--- src/logic/ctrb_consts.vh ---
// Constants for the converter trim register bank: register indices,
// entry slots, field widths, control bit positions and reset values.
// Assumes a single clock domain and a classic Wishbone register port.
//
// Contract
// - each timing trim sets the sampling instant of its own core, and its factory value can be read and rewritten.
// - an 8-bit read/write timing trim for core B in dual mode is loaded from fuse storage at power-up.
// - an 8-bit timing trim for core A, interleaved with foreground calibration on input A, is fuse loaded.
// - an 8-bit timing trim for core B, interleaved with foreground calibration on input A, is fuse loaded.
// - an 8-bit timing trim for core A, interleaved with foreground calibration on input B, is fuse loaded.
// - an 8-bit timing trim for core B, interleaved with foreground calibration on input B, is fuse loaded.
// - every timing trim fills all eight bits, is fully readable and writable, and means the same thing.
// - a 12-bit offset goes to core A only when it samples input A on the 0-degree phase with calibration on.
// - a different 12-bit offset goes to core A when it samples input B on the 0-degree phase with calibration on.
// - each offset register keeps all 16 bits read/write, drives its low 12 to core A, and powers up from fuse storage.
`ifndef CTRB_CONSTS_VH
`define CTRB_CONSTS_VH

// -----------------------------------------------------------------
// register indices (byte address is four times the index)
// -----------------------------------------------------------------
`define CTRB_IDX_A_TIM_DUAL 10'h310
`define CTRB_IDX_B_TIM_DUAL 10'h313
`define CTRB_IDX_A_TIM_ILV_A 10'h314
`define CTRB_IDX_B_TIM_ILV_A 10'h315
`define CTRB_IDX_A_TIM_ILV_B 10'h31A
`define CTRB_IDX_B_TIM_ILV_B 10'h31B
`define CTRB_IDX_A_OFS_P0_A 10'h344
`define CTRB_IDX_A_OFS_P0_B 10'h346
`define CTRB_IDX_MODE_CTRL 10'h3F0
`define CTRB_IDX_STATUS 10'h3F1

// -----------------------------------------------------------------
// storage slots, one per trim register, also the fuse word address
// -----------------------------------------------------------------
`define CTRB_SLOT_A_TIM_DUAL 3'h0
`define CTRB_SLOT_B_TIM_DUAL 3'h1
`define CTRB_SLOT_A_TIM_ILV_A 3'h2
`define CTRB_SLOT_B_TIM_ILV_A 3'h3
`define CTRB_SLOT_A_TIM_ILV_B 3'h4
`define CTRB_SLOT_B_TIM_ILV_B 3'h5
`define CTRB_SLOT_A_OFS_P0_A 3'h6
`define CTRB_SLOT_A_OFS_P0_B 3'h7
`define CTRB_NUM_TRIM 8
`define CTRB_SLOT_W 3

// -----------------------------------------------------------------
// field widths and masks
// -----------------------------------------------------------------
`define CTRB_TIM_W 8
`define CTRB_OFS_W 12
`define CTRB_REG_W 16
`define CTRB_TIM_MASK 16'h00FF
`define CTRB_OFS_MASK 16'hFFFF

// -----------------------------------------------------------------
// control and status bit positions, reset values
// -----------------------------------------------------------------
`define CTRB_CTL_ILV 0
`define CTRB_CTL_INSEL 1
`define CTRB_CTL_PH90 2
`define CTRB_CTL_FGCAL 3
`define CTRB_CTL_W 4
`define CTRB_CTL_RST 4'h0
`define CTRB_STS_DONE 0
`define CTRB_STS_BUSY 1
`define CTRB_TRIM_RST 16'h0000

`endif

--- src/logic/ctrb_fuse_loader.v ---
// Fuse loader: after reset, reads every fuse word once and hands each
// to the trim bank as a one-cycle load strobe with its slot number.
// Assumes fuse storage on the same clock, data valid one cycle after read.
`timescale 1ns/1ps
`include "ctrb_consts.vh"

module ctrb_fuse_loader #(
  parameter NUM = `CTRB_NUM_TRIM
) (
  input wire clk_i,
  input wire rst_i,
  output wire fuse_rd_o,
  output wire [`CTRB_SLOT_W-1:0] fuse_addr_o,
  input wire [`CTRB_REG_W-1:0] fuse_data_i,
  output reg load_o,
  output reg [`CTRB_SLOT_W-1:0] load_slot_o,
  output reg [`CTRB_REG_W-1:0] load_data_o,
  output wire done_o
);

  // -----------------------------------------------------------------
  // states
  // -----------------------------------------------------------------
  localparam ST_READ = 2'b00;
  localparam ST_CAPT = 2'b01;
  localparam ST_DONE = 2'b10;
  localparam integer LAST_I = NUM - 1;
  localparam [`CTRB_SLOT_W-1:0] LAST = LAST_I[`CTRB_SLOT_W-1:0];

  reg [1:0] state_r;
  reg [1:0] state_nxt;
  reg [`CTRB_SLOT_W-1:0] cnt_r;

  assign fuse_rd_o = (state_r == ST_READ);
  assign fuse_addr_o = cnt_r;
  assign done_o = (state_r == ST_DONE);

  // next state: one read then one capture per fuse word
  always @* begin
    case (state_r)
      ST_READ: state_nxt = ST_CAPT;
      ST_CAPT: state_nxt = (cnt_r == LAST) ? ST_DONE : ST_READ;
      ST_DONE: state_nxt = ST_DONE;
      default: state_nxt = ST_READ;
    endcase
  end

  // sequencer and load strobe
  always @(posedge clk_i) begin
    if (rst_i) begin
      state_r <= ST_READ;
      cnt_r <= {`CTRB_SLOT_W{1'b0}};
      load_o <= 1'b0;
      load_slot_o <= {`CTRB_SLOT_W{1'b0}};
      load_data_o <= `CTRB_TRIM_RST;
    end else begin
      state_r <= state_nxt;
      load_o <= (state_r == ST_CAPT);
      if (state_r == ST_CAPT) begin
        load_slot_o <= cnt_r;
        load_data_o <= fuse_data_i;
        cnt_r <= cnt_r + 1'b1;
      end
    end
  end

endmodule

--- src/logic/ctrb_trim_bank.v ---
// Converter trim register bank: timing trims for both cores, offset trims for core A,
// fuse loaded after reset, rewritable over a classic Wishbone slave,
// and steered to the datapath by the operating mode.
// Assumes one 10 MHz clock, a synchronous reset and a fuse store on clk_i.
//
// Local design decision: register access over Wishbone.
`timescale 1ns/1ps
`include "ctrb_consts.vh"

module ctrb_trim_bank #(
  parameter AW = 12
) (
  input wire clk_i,
  input wire rst_i,
  // wishbone slave
  input wire wb_cyc_i,
  input wire wb_stb_i,
  input wire wb_we_i,
  input wire [AW-1:0] wb_adr_i,
  input wire [3:0] wb_sel_i,
  input wire [31:0] wb_dat_i,
  output reg [31:0] wb_dat_o,
  output reg wb_ack_o,
  // fuse storage
  output wire fuse_rd_o,
  output wire [`CTRB_SLOT_W-1:0] fuse_addr_o,
  input wire [`CTRB_REG_W-1:0] fuse_data_i,
  // converter datapath
  output reg [`CTRB_TIM_W-1:0] a_core_timing_o,
  output reg [`CTRB_TIM_W-1:0] b_core_timing_o,
  output reg [`CTRB_OFS_W-1:0] a_core_offset_o,
  output reg a_core_offset_en_o,
  output reg trim_ready_o
);

  // -----------------------------------------------------------------
  // declarations
  // -----------------------------------------------------------------
  wire [9:0] idx;
  wire req;
  wire done;
  wire load;
  wire [`CTRB_SLOT_W-1:0] load_slot;
  wire [`CTRB_REG_W-1:0] load_data;
  wire wr_commit;
  wire hit;
  wire [`CTRB_SLOT_W-1:0] slot;
  wire [`CTRB_REG_W-1:0] lane_mask;
  wire [`CTRB_REG_W-1:0] trim_flat [0:`CTRB_NUM_TRIM-1];
  reg [`CTRB_CTL_W-1:0] ctl_r;
  reg [31:0] rd_nxt;
  reg [`CTRB_TIM_W-1:0] a_tim_nxt;
  reg [`CTRB_TIM_W-1:0] b_tim_nxt;
  reg [`CTRB_OFS_W-1:0] a_ofs_nxt;
  reg a_ofs_en_nxt;
  reg [3:0] dec_r;

  // -----------------------------------------------------------------
  // helpers
  // -----------------------------------------------------------------

  // map a register index to {hit, slot}
  function [`CTRB_SLOT_W:0] slot_of;
    input [9:0] i;
    begin
      case (i)
        `CTRB_IDX_A_TIM_DUAL: slot_of = {1'b1, `CTRB_SLOT_A_TIM_DUAL};
        `CTRB_IDX_B_TIM_DUAL: slot_of = {1'b1, `CTRB_SLOT_B_TIM_DUAL};
        `CTRB_IDX_A_TIM_ILV_A: slot_of = {1'b1, `CTRB_SLOT_A_TIM_ILV_A};
        `CTRB_IDX_B_TIM_ILV_A: slot_of = {1'b1, `CTRB_SLOT_B_TIM_ILV_A};
        `CTRB_IDX_A_TIM_ILV_B: slot_of = {1'b1, `CTRB_SLOT_A_TIM_ILV_B};
        `CTRB_IDX_B_TIM_ILV_B: slot_of = {1'b1, `CTRB_SLOT_B_TIM_ILV_B};
        `CTRB_IDX_A_OFS_P0_A: slot_of = {1'b1, `CTRB_SLOT_A_OFS_P0_A};
        `CTRB_IDX_A_OFS_P0_B: slot_of = {1'b1, `CTRB_SLOT_A_OFS_P0_B};
        default: slot_of = {1'b0, `CTRB_SLOT_A_TIM_DUAL};
      endcase
    end
  endfunction

  // implemented bits per slot: timing trims 8, offset trims 16
  function [`CTRB_REG_W-1:0] slot_mask;
    input [`CTRB_SLOT_W-1:0] s;
    begin
      if (s == `CTRB_SLOT_A_OFS_P0_A || s == `CTRB_SLOT_A_OFS_P0_B) begin
        slot_mask = `CTRB_OFS_MASK;
      end else begin
        slot_mask = `CTRB_TIM_MASK;
      end
    end
  endfunction

  // -----------------------------------------------------------------
  // fuse load after reset
  // -----------------------------------------------------------------
  ctrb_fuse_loader #(
    .NUM(`CTRB_NUM_TRIM)
  ) i_ctrb_fuse_loader (
    .clk_i(clk_i),
    .rst_i(rst_i),
    .fuse_rd_o(fuse_rd_o),
    .fuse_addr_o(fuse_addr_o),
    .fuse_data_i(fuse_data_i),
    .load_o(load),
    .load_slot_o(load_slot),
    .load_data_o(load_data),
    .done_o(done)
  );

  // -----------------------------------------------------------------
  // bus decode
  // -----------------------------------------------------------------

  // word index and request; requests wait while fuses load
  assign idx = wb_adr_i[11:2];
  assign req = wb_cyc_i & wb_stb_i & done;
  assign {hit, slot} = slot_of(idx);
  // a write lands on the edge where the master sees ack
  assign wr_commit = req & wb_we_i & wb_ack_o;
  // byte lanes 0 and 1 carry the 16-bit register
  assign lane_mask = {{8{wb_sel_i[1]}}, {8{wb_sel_i[0]}}};

  // one-cycle ack, dropped in the cycle after it is given
  always @(posedge clk_i) begin
    if (rst_i) begin
      wb_ack_o <= 1'b0;
    end else begin
      wb_ack_o <= req & ~wb_ack_o;
    end
  end

  // -----------------------------------------------------------------
  // trim storage, one register per slot
  // -----------------------------------------------------------------
  genvar g;
  generate
    for (g = 0; g < `CTRB_NUM_TRIM; g = g + 1) begin : g_trim
      localparam integer SLOT_I = g;
      reg [`CTRB_REG_W-1:0] val_r;
      wire [`CTRB_REG_W-1:0] msk;
      wire [`CTRB_REG_W-1:0] wmsk;
      assign msk = slot_mask(SLOT_I[`CTRB_SLOT_W-1:0]);
      assign wmsk = msk & lane_mask;
      assign trim_flat[g] = val_r;

      // fuse value first, then software may overwrite it
      always @(posedge clk_i) begin
        if (rst_i) begin
          val_r <= `CTRB_TRIM_RST;
        end else if (load && load_slot == SLOT_I[`CTRB_SLOT_W-1:0]) begin
          val_r <= load_data & msk;
        end else if (wr_commit && hit && slot == SLOT_I[`CTRB_SLOT_W-1:0]) begin
          val_r <= (val_r & ~wmsk) | (wb_dat_i[15:0] & wmsk);
        end
      end
    end
  endgenerate

  // -----------------------------------------------------------------
  // mode control register
  // -----------------------------------------------------------------

  // interleave, input select, 90-degree phase, foreground calibration
  always @(posedge clk_i) begin
    if (rst_i) begin
      ctl_r <= `CTRB_CTL_RST;
    end else if (wr_commit && idx == `CTRB_IDX_MODE_CTRL && wb_sel_i[0]) begin
      ctl_r <= wb_dat_i[`CTRB_CTL_W-1:0];
    end
  end

  // -----------------------------------------------------------------
  // read path
  // -----------------------------------------------------------------

  // read mux; unmapped indices read zero
  always @* begin
    rd_nxt = 32'h00000000;
    if (hit) begin
      rd_nxt[`CTRB_REG_W-1:0] = trim_flat[slot];
    end else if (idx == `CTRB_IDX_MODE_CTRL) begin
      rd_nxt[`CTRB_CTL_W-1:0] = ctl_r;
    end else if (idx == `CTRB_IDX_STATUS) begin
      rd_nxt[`CTRB_STS_DONE] = done;
      rd_nxt[`CTRB_STS_BUSY] = ~done;
    end
  end

  // read data is captured as a read's ack rises and held until the next read
  always @(posedge clk_i) begin
    if (rst_i) begin
      wb_dat_o <= 32'h00000000;
    end else if (req && !wb_we_i && !wb_ack_o) begin
      wb_dat_o <= rd_nxt;
    end
  end

  // -----------------------------------------------------------------
  // mode selection toward the datapath
  // -----------------------------------------------------------------

  // decoded mode, kept for the selection below
  always @* begin
    dec_r = ctl_r;
  end

  // pick each core's timing trim and core A's offset from the mode
  always @* begin
    a_tim_nxt = trim_flat[`CTRB_SLOT_A_TIM_DUAL][`CTRB_TIM_W-1:0];
    b_tim_nxt = trim_flat[`CTRB_SLOT_B_TIM_DUAL][`CTRB_TIM_W-1:0];
    a_ofs_nxt = {`CTRB_OFS_W{1'b0}};
    a_ofs_en_nxt = 1'b0;
    if (dec_r[`CTRB_CTL_ILV] && dec_r[`CTRB_CTL_FGCAL]) begin
      if (!dec_r[`CTRB_CTL_INSEL]) begin
        a_tim_nxt = trim_flat[`CTRB_SLOT_A_TIM_ILV_A][`CTRB_TIM_W-1:0];
        b_tim_nxt = trim_flat[`CTRB_SLOT_B_TIM_ILV_A][`CTRB_TIM_W-1:0];
      end else begin
        a_tim_nxt = trim_flat[`CTRB_SLOT_A_TIM_ILV_B][`CTRB_TIM_W-1:0];
        b_tim_nxt = trim_flat[`CTRB_SLOT_B_TIM_ILV_B][`CTRB_TIM_W-1:0];
      end
    end
    if (dec_r[`CTRB_CTL_FGCAL] && !dec_r[`CTRB_CTL_PH90]) begin
      a_ofs_en_nxt = 1'b1;
      if (!dec_r[`CTRB_CTL_INSEL]) begin
        a_ofs_nxt = trim_flat[`CTRB_SLOT_A_OFS_P0_A][`CTRB_OFS_W-1:0];
      end else begin
        a_ofs_nxt = trim_flat[`CTRB_SLOT_A_OFS_P0_B][`CTRB_OFS_W-1:0];
      end
    end
  end

  // registered datapath values follow every mode or trim change
  always @(posedge clk_i) begin
    if (rst_i) begin
      a_core_timing_o <= {`CTRB_TIM_W{1'b0}};
      b_core_timing_o <= {`CTRB_TIM_W{1'b0}};
      a_core_offset_o <= {`CTRB_OFS_W{1'b0}};
      a_core_offset_en_o <= 1'b0;
      trim_ready_o <= 1'b0;
    end else begin
      a_core_timing_o <= a_tim_nxt;
      b_core_timing_o <= b_tim_nxt;
      a_core_offset_o <= a_ofs_nxt;
      a_core_offset_en_o <= a_ofs_en_nxt;
      trim_ready_o <= done;
    end
  end

endmodule

--- config.mk ---
export PLATFORM = sky130hd
export DESIGN_NAME = ctrb_trim_bank
export DESIGN_NICKNAME = d
export VERILOG_FILES = /design/src/logic/ctrb_fuse_loader.v /design/src/logic/ctrb_trim_bank.v
export VERILOG_INCLUDE_DIRS = /design/src /design/src/logic
export SDC_FILE = /design/constraint.sdc
export NUM_CORES = 1
export LEC_CHECK = 0
export BUFFER_PORTS_ARGS = -buffer_cell sky130_fd_sc_hd__buf_4
export CORE_ASPECT_RATIO = 1.75
export CORE_UTILIZATION = 55
export CTS_CLUSTER_SIZE = 10
export DETAILED_ROUTE_END_ITERATION = 8
export PLACE_DENSITY_LB_ADDON = 0.12
export SLEW_MARGIN = 20
export SYNTH_ARGS = -nofsm -noshare
export SYNTH_HDL_FRONTEND = slang
export SYNTH_SLANG_ARGS = --single-unit
--- constraint.sdc ---
create_clock -name clk_i -period 5.1 [get_ports clk_i]
set_input_delay 0.255 -clock clk_i [delete_from_list [all_inputs] [get_ports clk_i]]
set_output_delay 0.255 -clock clk_i [all_outputs]
set_load 0.01 [all_outputs]
Word level (Yosys, flattened, before mapping)
Cells that the tools add are included.

Bits in registers: 204. Bits in latches: 0. Bits in writable memories: 0. ROM bits: 0. Input bits: 69. Output and inout bits: 67. Word-level logic and storage cells: 162. Memories kept: 0.

Add/sub/neg operators: 1. Multipliers: 0. Divide/modulo/power cells: 0. Magnitude comparators: 1. Equality and inequality tests: 27. Shift operators: 0. Mux-type cells: 33. Bitwise gates (word level): 29. Reduce and logical (&&, ||, !) cells: 44.

Operator list (count): 16-bit bitwise AND (9); 8-bit two-way mux (16); 16-bit OR (8); 10-bit == test (second input constant) (10); 16-bit two-way mux (6); 16-bit binary-select mux with 3-bit select (1); 4-bit case mux with 8 select lines (1); 3-bit == test (second input constant) (9); 12-bit two-way mux (2); 1-bit logical AND (23); 16-bit by 8-bit bitwise AND with 16-bit output (1); 16-bit NOT (1); 8-bit NOT with 16-bit output (1); 2-bit nonzero test (8); 2-bit OR reduction (7); 3-bit by 2-bit == test with 1-bit output (second input constant) (4); 2-bit two-way mux (4); 3-bit by 1-bit == test with 1-bit output (second input constant) (2); 3-bit logical NOT (2); 2-bit case mux with 3 select lines (1); 1-bit bitwise AND (5); 4-bit >= comparator (second input constant) (1); 4-bit two-way mux (1); 3-bit NOT with 4-bit output (1); 7 further kinds (11).

Depth between registers and ports, before layout
Gate-level depths: netlist of run 1.

Depth in word-level cells: 8. Gate-level depth with buffers: 10. Depth with buffers taken out: 6.

Hierarchy
A second synthesis of run 1 with hierarchy kept.

Cells, all modules: 990. Area total of the unflattened synthesis: 8170.3 um2.

Modules (own cells, without submodules): ctrb_trim_bank (times used 1, cells each 881, area each 7075.5 um2, sequential area each 2622.5 um2); ctrb_fuse_loader (times used 1, cells each 109, area each 1094.8 um2, sequential area each 500.5 um2).

Worst setup path before layout of run 1
No wires, ideal clock.

Kind: flip-flop to flip-flop. From: register i_ctrb_fuse_loader.state_r[0]. To: register (tool-made name). Library setup time: 0.079 ns. Arrival time: 2.030 ns. Data required time: 5.021 ns. Setup slack: 2.990 ns. Stages on the path, launching flop included: 8. Buffers on the path: 1. Period minus slack after synthesis: 2.110 ns. Cells stage by stage: dfxtp_1 > nand4b_2 > or3_4 > or3_4 > o22ai_4 > buf_6 > nor2_1 > a211oi_2.

RTL lines: start, declared (RTL line ctrb_fuse_loader.v:30) `reg [1:0] state_r;`; start signal, assigned (RTL line ctrb_fuse_loader.v:57) `state_r <= state_nxt;`.

==> results.md, run 1 <==
- Total global routing overflow: 0
- HP Start: rst_i
- Seq/Total Area, Yosys: 41.0%
- Crit-path cells: nand2_1, nor2_2, buf_4, a41o_1, nor2_1, a211oi_1
- Status: completed
- Maximum fanout along the worst path: 21
- Synthesized area per cell: 8.10 µm²
- Startpoint types: register
- R2R Setup Slk: 2480 ps
- Chip height: 158 µm
- Crit path arrival time: 2950 ps
- Post-CTS setup buffers: 0
- Worst-margin pin slew: 1090 ps
- Max cap viols: 0
- VDD IR-drop max: between 0.2 and 0.25 mV
- CTS Sinks: 156
- Die ar.: 14400 µm²
- Final setup margin: 2480 ps
- Leak: between 0.003 and 0.004 µW
- Core ar.: about 13000 µm²
- Synthesized instance count: 941
- Dpl ws: 2280 ps
- GP Congestion: 0.892
- Worst path buffer plus inverter count: 1
- R2r startpoint: i_ctrb_fuse_loader.load_slot_o[2]
- Top-level port count: approximately 140
- Clk root buf: clkbuf_16
- Vias in the first global route: between 6000 and 7000
- Worst r2r path cells: 6
- Fin crit share: 51.4%
- Clock Latency Late Sink: 430 ps
- Reg area: 3120 µm²
- Hold path depth: 2
- Pwr per Cell Area: a little over 300 nW/µm²
- Post-route DRC: 0
- First-pass GRT wire length: 35600 µm
- Clock skew: 9.57 ps
- Drt wl/cell: roughly 20 µm
- Post-synth EDFFs: 0
- CP startpoint: i_ctrb_fuse_loader.load_slot_o[2]
- First DRT Iteration DRCs: 597
- Crit end category: register
- Synth Flop Type: dfxtp_1
- Layout area overhead: 17.0%
- Synth unique cells: between 60 and 70
- CP top delay family: simple AND/OR/NAND/NOR gates
- Cell depth of the worst setup path: 6
- Layout cells sized above 1: 17.0%
- CTS buffer count: 17
- Max incr delay on CP: 730 ps
- Ys async rst share: 0%
- Post-DRT Antenna Nets: 0
- Slew Viols, Final: 0
- N_diodes: 0
- Final Hold Fails: 0
- Via count of the routed design: 7216
- GRT Total Usage: 32.8%
- Finish-stage setup viols: 0
- DR pass1 iterations: 7
- Fmax: ~0.38 GHz
- I/O Buffers: 99
- Crit Path Class: register to register
- CP max-delay cell: nor2_2
- Commonest non-fill, non-tap cells in the layout: nor2_1 (227), dfxtp_1 (156), a21oi_1 (111), buf_4 (111), a211oi_1 (91)
- CTS tree: built
- Worst Hold Class: primary input to register
- Rel. slew slack: around 27%
- Clock Tree Buf Depth: 2
- Filler cells: 1221
- Area of the multi-input gates: 4120 µm²
- Required time of the critical path: 5420 ps
- Nets: between 1000 and 1500
- Setup TNS Final: 0 ps
- Hold_buf cts: 0
- Final WL: ~23000 µm
- FP Rows: 56
- Seq cells post-synth: 156
- Final HPWL from detailed placement: 16500 µm
- Htree depth: 4
- Crit path time final: 2620 ps
- Starting Density: 56.7%
- Die Wd: 91.0 µm
- Mapped Area: ~7600 µm²
- Post-cts resize count: 0
- Most common cell after layout, fill and taps aside: nor2_1
- Post-DR vias/cell: 6.10
- RSZ-0062 raised after global routing: false
- Yosys warnings: 0
- Initial antenna violation count: 0
- Clock transition at path regs: 70 ps
- Largest net degree at the start of global routing: 94
## logic make-up after synthesis
kind of cell               synth area share, %
xor gates and xnor gates                 0.345
other                                   0.0492
and+or+nand+nor                           20.2
muxes                                     4.33
buffers and inverters                     6.11
DFF                                       41.0
adders and majority gates                0.328
AOI/OAI and AO/OA                         27.7
## final cells by class
class,count,share of cell area [%]
Timing Repair Buffer,111,9.34
Sequential cell,156,35.0
Clock inverter,15,2.01
Inverter,5,0.210
Tap cell,174,2.44
Multi-Input combinational cell,705,46.2
Clock buffer,17,4.77
## per-layer routing
layer  up-vias  share of wire, %  GRT usage, %
met4         0               7.0          23.5
met1      3344                36          34.5
li1       3446                 -             -
met5         -                 0             0
met2       328                50          57.9
met3        98               6.4          7.11
## power by group
group / switching, µW / internal [µW] / total (µW)
Clock: 562 / 741 / 1300
Combinational: 115 / 77.0 / 192
Sequential: 27.8 / 1240 / 1260
## path summary, 6_finish.rpt
check,to
worst min register to register,wb_dat_o[4]
worst max-delay path,register
worst min-delay path,wb_dat_o[10]
worst max register to register,register
## cell usage after synthesis, types with 8 or more instances
master | n | area, µm²
a21oi_1 | 111 | 556
a211oi_1 | 91 | 683
nor2b_1 | 9 | 56.3
buf_4 | 22 | 165
clkbuf_1 | 50 | 188
dfxtp_1 | 156 | 3120
o21ai_0 | 10 | 50.1
a22o_1 | 10 | 87.6
nand2b_1 | 8 | 50.1
nor2_1 | 231 | 867
buf_2 | 8 | 40.0
a22oi_1 | 16 | 120
nand2_1 | 72 | 270
mux2i_1 | 33 | 330
nor3_1 | 9 | 45.0
## per-stage QoR
| step | instances | hold WS [ps] | power [µW] | area [µm²] | util [%] |
|---|---|---|---|---|---|
| CTS | 1183 | 41.9 | 2760 | 8890 | 66.1 |
| global route | 1183 | 48.1 | 2830 | 8920 | 66.3 |
| detailed placement | 1151 | 455 | 1480 | 8290 | 61.6 |
| global placement | 1151 | 455 | 1480 | 8290 | 61.6 |
| floorplan | 956 | 391 | 1410 | 7680 | - |
| finish | 1183 | 43.8 | 2760 | 8920 | 66.3 |
No activity file was read; power rests on OpenSTA's default activity.
==> run 2: changes to the inputs <==
- clock period: 5.1 -> 2.7 ns (I/O delays scaled with it)
==> run 2 against run 1 <==
Register-to-register slack worse by 2100 ps; maximum frequency increased by 13%; sequential cell count did not move; final cell count is 3.4% higher; non-clock buffer count rose by 40; clock skew is essentially flat; first-iteration DRC count did not move; clock-buffer cell count is the same.
==> results.md, run 2 (same netlist as run 1, synthesis figures left out) <==
- Status: completed (unchanged)
- FP Rows: 56 (unchanged)
- Post-route DRC: 0 (unchanged)
- Final Non-Filler Cells: 1223 (was 1183)
- Final Hold Fails: 0 (unchanged)
- Final Power: 5040 µW (was 2760 µW)
- Met2 wire length: 12100 µm (was 11800 µm)
- Slew Viols, Final: 0 (unchanged)
- Rel. slew slack: 39.7% (was 26.9%)
- Post-Place Cells: 1171 (was 1151)
- CTS Sinks: 156 (unchanged)
- Worst-margin pin slew: 896 ps (was 1090 ps)
- Die Wd: 91.0 µm (unchanged)
- DR pass1 iterations: 9 (was 7)
- CTS tree: built (unchanged)
- Final WL: 23800 µm (was 23400 µm)
- Crit-path cells: nand4b_2, or3_4, or3_4, o22ai_4, nor2_1, a211oi_1 (was nand2_1, nor2_2, buf_4, a41o_1, nor2_1, a211oi_1)
- Layout cells sized above 1: 18.0% (was 17.0%)
- Crit path arrival time: 2650 ps (was 2950 ps)
- Top layer in use: met4 (unchanged)
- N_diodes: 0 (unchanged)
- Setup TNS Final: 0 ps (unchanged)
- Most frequent CP cell: or3_4
- Die ar.: 14400 µm² (unchanged)
- GP Congestion: 0.929 (was 0.892)
- Finish-stage setup viols: 0 (unchanged)
- First DRT Iteration DRCs: 597 (unchanged)
- Fmax: 0.431 GHz (was 0.381 GHz)
- CP max-delay cell: or3_4 (was nor2_2)
- Clock Latency Late Sink: 420 ps (was 430 ps)
- Pwr per Cell Area: 546 nW/µm² (was 309 nW/µm²)
- VDD IR-drop max: 0.391 mV (was 0.240 mV)
- Clk root buf: clkbuf_16 (unchanged)
- Fin crit share: 86.0% (was 51.4%)
- DR WL met3: 1550 µm (was 1510 µm)
- Crit path time final: 2320 ps (was 2620 ps)
- Hold WS: 131 ps (was 43.8 ps)
- Core ar.: 13500 µm² (unchanged)
- First-pass GRT wire length: 36300 µm (was 35600 µm)
- Clock transition at path regs: 70 ps (about the same)
- Chip height: 158 µm (unchanged)
- Layout area overhead: 21.1% (was 17.0%)
- Post-cts resize count: 0 (unchanged)
- Maximum fanout along the worst path: 16 (was 21)
- Commonest non-fill, non-tap cells in the layout: nor2_1 (229), dfxtp_1 (156), buf_4 (128) (was nor2_1 (227), dfxtp_1 (156), a21oi_1 (111), buf_4 (111), a211oi_1 (91))
- Leak: 0.00334 µW (was 0.00317 µW)
- M1 wire length: 8140 µm (was 8410 µm)
- Drt wl/cell: 19.5 µm (was 19.7 µm)
- GRT Total Usage: 33.5% (was 32.8%)
- Most common cell after layout, fill and taps aside: nor2_1 (unchanged)
- CTS buffer count: 17 (unchanged)
- Max cap viols: 0 (unchanged)
- Startpoint types: register (unchanged)
- Clock skew: 9.27 ps (was 9.57 ps)
- Post-DRT Antenna Nets: 0 (unchanged)
- I/O Buffers: 99 (unchanged)
- Nets: 1107 (was 1067)
- Required time of the critical path: 3030 ps (was 5420 ps)
- Via count of the routed design: 7340 (was 7216)
- Post-CTS setup buffers: 0 (unchanged)
- Clock Tree Buf Depth: 2 (unchanged)
- Crit Path Class: register to register (unchanged)
- Max incr delay on CP: 450 ps (was 730 ps)
- Initial antenna violation count: 0 (unchanged)
- Post-DR vias/cell: 6.00 (was 6.10)
- Final HPWL from detailed placement: 17100 µm (was 16500 µm)
- Vias in the first global route: 6755 (was 6626)
- Worst Hold Class: primary input to register (unchanged)
- Starting Density: 56.7% (unchanged)
- Filler cells: 1169 (was 1221)
- RSZ-0062 raised after global routing: false (unchanged)
- Largest net degree at the start of global routing: 46 (was 94)
- Total global routing overflow: 0 (unchanged)
- Top-level port count: 136 (unchanged)
- Crit end category: register (unchanged)
- Htree depth: 4 (unchanged)
[run 2: final timing paths]
check	start	end	slack (ps)	cells past startpoint
worst max-delay path	i_ctrb_fuse_loader.state_r[0]	register	380	6
worst min-delay path	wb_stb_i	wb_ack_o	130	4
worst max register to register	i_ctrb_fuse_loader.state_r[0]	register	380	6
worst min register to register	i_ctrb_fuse_loader.load_slot_o[2]	i_ctrb_fuse_loader.load_slot_o[2]	470	2
[run 2: layer usage]
metal / global-route usage (%) / vias to the layer above
li1: - / 3523
met1: 34.3 / 3344
met4: 27.4 / 0
met3: 6.20 / 116
met2: 59.3 / 357
met5: 0 / -
[run 2: report_power, final]
group          leakage (µW)  total, µW  switching (µW)  internal (µW)
Sequential          0.00126       2390            53.1           2340
Clock              0.000270       2250            1050           1210
Combinational       0.00181        397             227            170
[run 2: area by class of cell]
| class | instances | area (µm²) | share of cell area [%] |
|---|---|---|---|
| well taps | 174 | 218 | 2.36 |
| flip-flops and latches | 156 | 3120 | 33.8 |
| multi-input cells | 705 | 4100 | 44.4 |
| clock buffers | 17 | 425 | 4.61 |
| inverters | 5 | 18.8 | 0.203 |
| clock inverters | 15 | 126 | 1.37 |
| repair buffers | 151 | 1220 | 13.2 |
[run 2: timing repair]
action                                 CTS  global route
hold buffers                            20             0
setup endpoints to repair                0             0
endpoints found under the hold margin   20             0
[run 2: stage by stage]
stage	utilization, %	setup WS [ps]	area (µm²)
finish	68.6	379	9230
global route	68.6	248	9230
floorplan	-	590	7680
detailed placement	63.0	384	8480
CTS	68.6	363	9230
global placement	63.0	432	8480
[run 2: critical path, delay by kind of cell, from the launching register on]
family | cells | cell delay (ps)
simple gates | 4 | 1180
flops | 1 | 350
compound gates | 2 | 690
==> run 3: changes to the inputs <==
- CORE_MARGIN: default -> 3
- CORE_UTILIZATION: 55 -> 53
==> run 3 against run 2 <==
Global-route usage down 3.3 points; design area grew 0.39%; sequential share of layout area fell by 0.13 points; sequential cell count did not move; clock-buffer cell count rose by 1; combinational power about the same; critical path type unchanged.
==> results.md, run 3 (same netlist as run 1, synthesis figures left out) <==
- Crit end category: register (unchanged)
- Final Hold Fails: 0 (unchanged)
- Post-DRT Antenna Nets: 0 (unchanged)
- Layout cells sized above 1: 18.1% (was 18.0%)
- First-pass GRT wire length: 37400 µm (was 36300 µm)
- DR pass1 iterations: 5 (was 9)
- R2R Setup Slk: 360 ps (was 380 ps)
- Pwr per Cell Area: 553 nW/µm² (was 546 nW/µm²)
- Startpoint types: register (unchanged)
- Nets: 1108 (was 1107)
- Starting Density: 54.5% (was 56.7%)
- Most frequent CP cell: or3_4 (unchanged)
- Finish-stage setup viols: 0 (unchanged)
- Max incr delay on CP: 460 ps (was 450 ps)
- Fin crit share: 86.8% (was 86.0%)
- RSZ-0062 raised after global routing: false (unchanged)
- Top-level port count: 136 (unchanged)
- Core ar.: 14000 µm² (was 13500 µm²)
- Clock Latency Late Sink: 420 ps (about the same)
- Required time of the critical path: 3040 ps (was 3030 ps)
- Status: completed (unchanged)
- GRT Total Usage: 30.1% (was 33.5%)
- N_diodes: 0 (unchanged)
- Drt wl/cell: 19.7 µm (was 19.5 µm)
- Clock transition at path regs: 70 ps (about the same)
- CTS buffer count: 17 (unchanged)
- Worst Hold Class: primary input to register (unchanged)
- I/O Buffers: 99 (unchanged)
- Worst r2r path cells: 6 (unchanged)
- Slew Viols, Final: 0 (unchanged)
- Final WL: 24200 µm (was 23800 µm)
- Crit Path Class: register to register (unchanged)
- Chip height: 165 µm (was 158 µm)
- Most common cell after layout, fill and taps aside: nor2_1 (unchanged)
- Dpl ws: 376 ps (was 384 ps)
- Maximum fanout along the worst path: 16 (unchanged)
- Final HPWL from detailed placement: 17300 µm (was 17100 µm)
- Largest net degree at the start of global routing: 66 (was 46)
- Post-DR vias/cell: 5.99 (was 6.00)
- Leak: 0.00335 µW (was 0.00334 µW)
- Rel. slew slack: 47.5% (was 39.7%)
- Worst path buffer plus inverter count: 0 (unchanged)
- FP Rows: 57 (was 56)
- Clock skew: 7.49 ps (was 9.27 ps)
- VDD IR-drop max: 0.427 mV (was 0.391 mV)
- Post-CTS setup buffers: 0 (unchanged)
- Die ar.: 15900 µm² (was 14400 µm²)
- Max cap viols: 0 (unchanged)
- Setup TNS Final: 0 ps (unchanged)
- Hold path depth: 4 (unchanged)
- CP top delay family: simple AND/OR/NAND/NOR gates (unchanged)
- Via count of the routed design: 7349 (was 7340)
- First DRT Iteration DRCs: 611 (was 597)
- Worst hold endpoint: wb_ack_o (unchanged)
- Htree depth: 4 (unchanged)
- Final setup margin: 356 ps (was 379 ps)
- Crit path time final: 2340 ps (was 2320 ps)
- Layout area overhead: 21.5% (was 21.1%)
- Crit path arrival time: 2690 ps (was 2650 ps)
- Post-route DRC: 0 (unchanged)
- Worst-margin pin slew: 787 ps (was 896 ps)
- Total global routing overflow: 0 (unchanged)
- Die Wd: 96.7 µm (was 91.0 µm)
- Clk root buf: clkbuf_16 (unchanged)
- CTS tree: built (unchanged)
- Vias in the first global route: 6909 (was 6755)
- Fmax: 0.427 GHz (was 0.431 GHz)
- Initial antenna violation count: 0 (unchanged)
- Clock Tree Buf Depth: 2 (unchanged)
- CTS Sinks: 156 (unchanged)
- CP max-delay cell: o22ai_4 (was or3_4)
- R2r startpoint: i_ctrb_fuse_loader.state_r[0] (unchanged)
- Crit-path cells: nand4b_2, or3_4, or3_4, o22ai_4, nor2_1, a211oi_2 (was nand4b_2, or3_4, or3_4, o22ai_4, nor2_1, a211oi_1)
- GP Congestion: 0.913 (was 0.929)
- HP Start: wb_stb_i (unchanged)
- Commonest non-fill, non-tap cells in the layout: nor2_1 (229), dfxtp_1 (156), buf_4 (129) (was nor2_1 (229), dfxtp_1 (156), buf_4 (128))
==> run 3: layer usage <==
layer / GRT usage, % / up-vias / wire, µm
met3: 5.79 / 99 / 1640
met4: 21.2 / 0 / 1800
met2: 54.2 / 339 / 12200
met1: 31.3 / 3382 / 8560
li1: - / 3529 / -
met5: 0 / - / 0
==> run 3: what timing repair did <==
item	in CTS	in global routing
resized for setup	0	0
endpoints found under the hold margin	20	0
hold buffers	20	0
==> run 3: metrics by stage <==
step / total power (µW) / cell area, µm² / utilization (%) / cells / hold slack [ps]
after floorplan: 2670 / 7680 / - / 956 / 271
after global placement: 2800 / 8490 / 60.7 / 1175 / 381
after detailed placement: 2810 / 8490 / 60.7 / 1175 / 389
after CTS: 5130 / 9270 / 66.3 / 1227 / 132
after global routing: 5290 / 9270 / 66.3 / 1227 / 145
final: 5130 / 9270 / 66.3 / 1227 / 136
==> run 3: layout make-up <==
type / count / area, µm²
Fill cell: 1270 / 4710
Multi-Input combinational cell: 705 / 4100
Sequential cell: 156 / 3120
Timing Repair Buffer: 152 / 1230
Clock buffer: 18 / 439
Tap cell: 177 / 221
Clock inverter: 14 / 138
Inverter: 5 / 18.8
==> run 3: worst max path at each step <==
stage / cells past startpoint / slack (ps) / from / to
3_3_place_gp: 6 / 450 / i_ctrb_fuse_loader.state_r[0] / register
3_5_place_dp: 6 / 380 / i_ctrb_fuse_loader.state_r[0] / register
4_1_cts: 6 / 370 / i_ctrb_fuse_loader.state_r[0] / register
5_1_grt: 6 / 210 / i_ctrb_fuse_loader.state_r[0] / register
6_report: 6 / 360 / i_ctrb_fuse_loader.state_r[0] / register
2_1_floorplan: 7 / 590 / i_ctrb_fuse_loader.state_r[0] / register
==> run 3: worst register-to-register path: stages, from the launching register on <==
cell      delay (ps)
dfxtp_1          350
nand4b_2         240
or3_4            450
or3_4            430
o22ai_4          470
nor2_1           120
a211oi_2         210
==> run 3: power breakdown <==
part | total [µW] | switching [µW] | leakage (µW) | internal, µW
sequential | 2390 | 52.9 | 0.00126 | 2340
combinational | 398 | 227 | 0.00181 | 171
clock | 2340 | 1020 | 0.000277 | 1310
total | 5130 | 1300 | 0.00335 | 3820
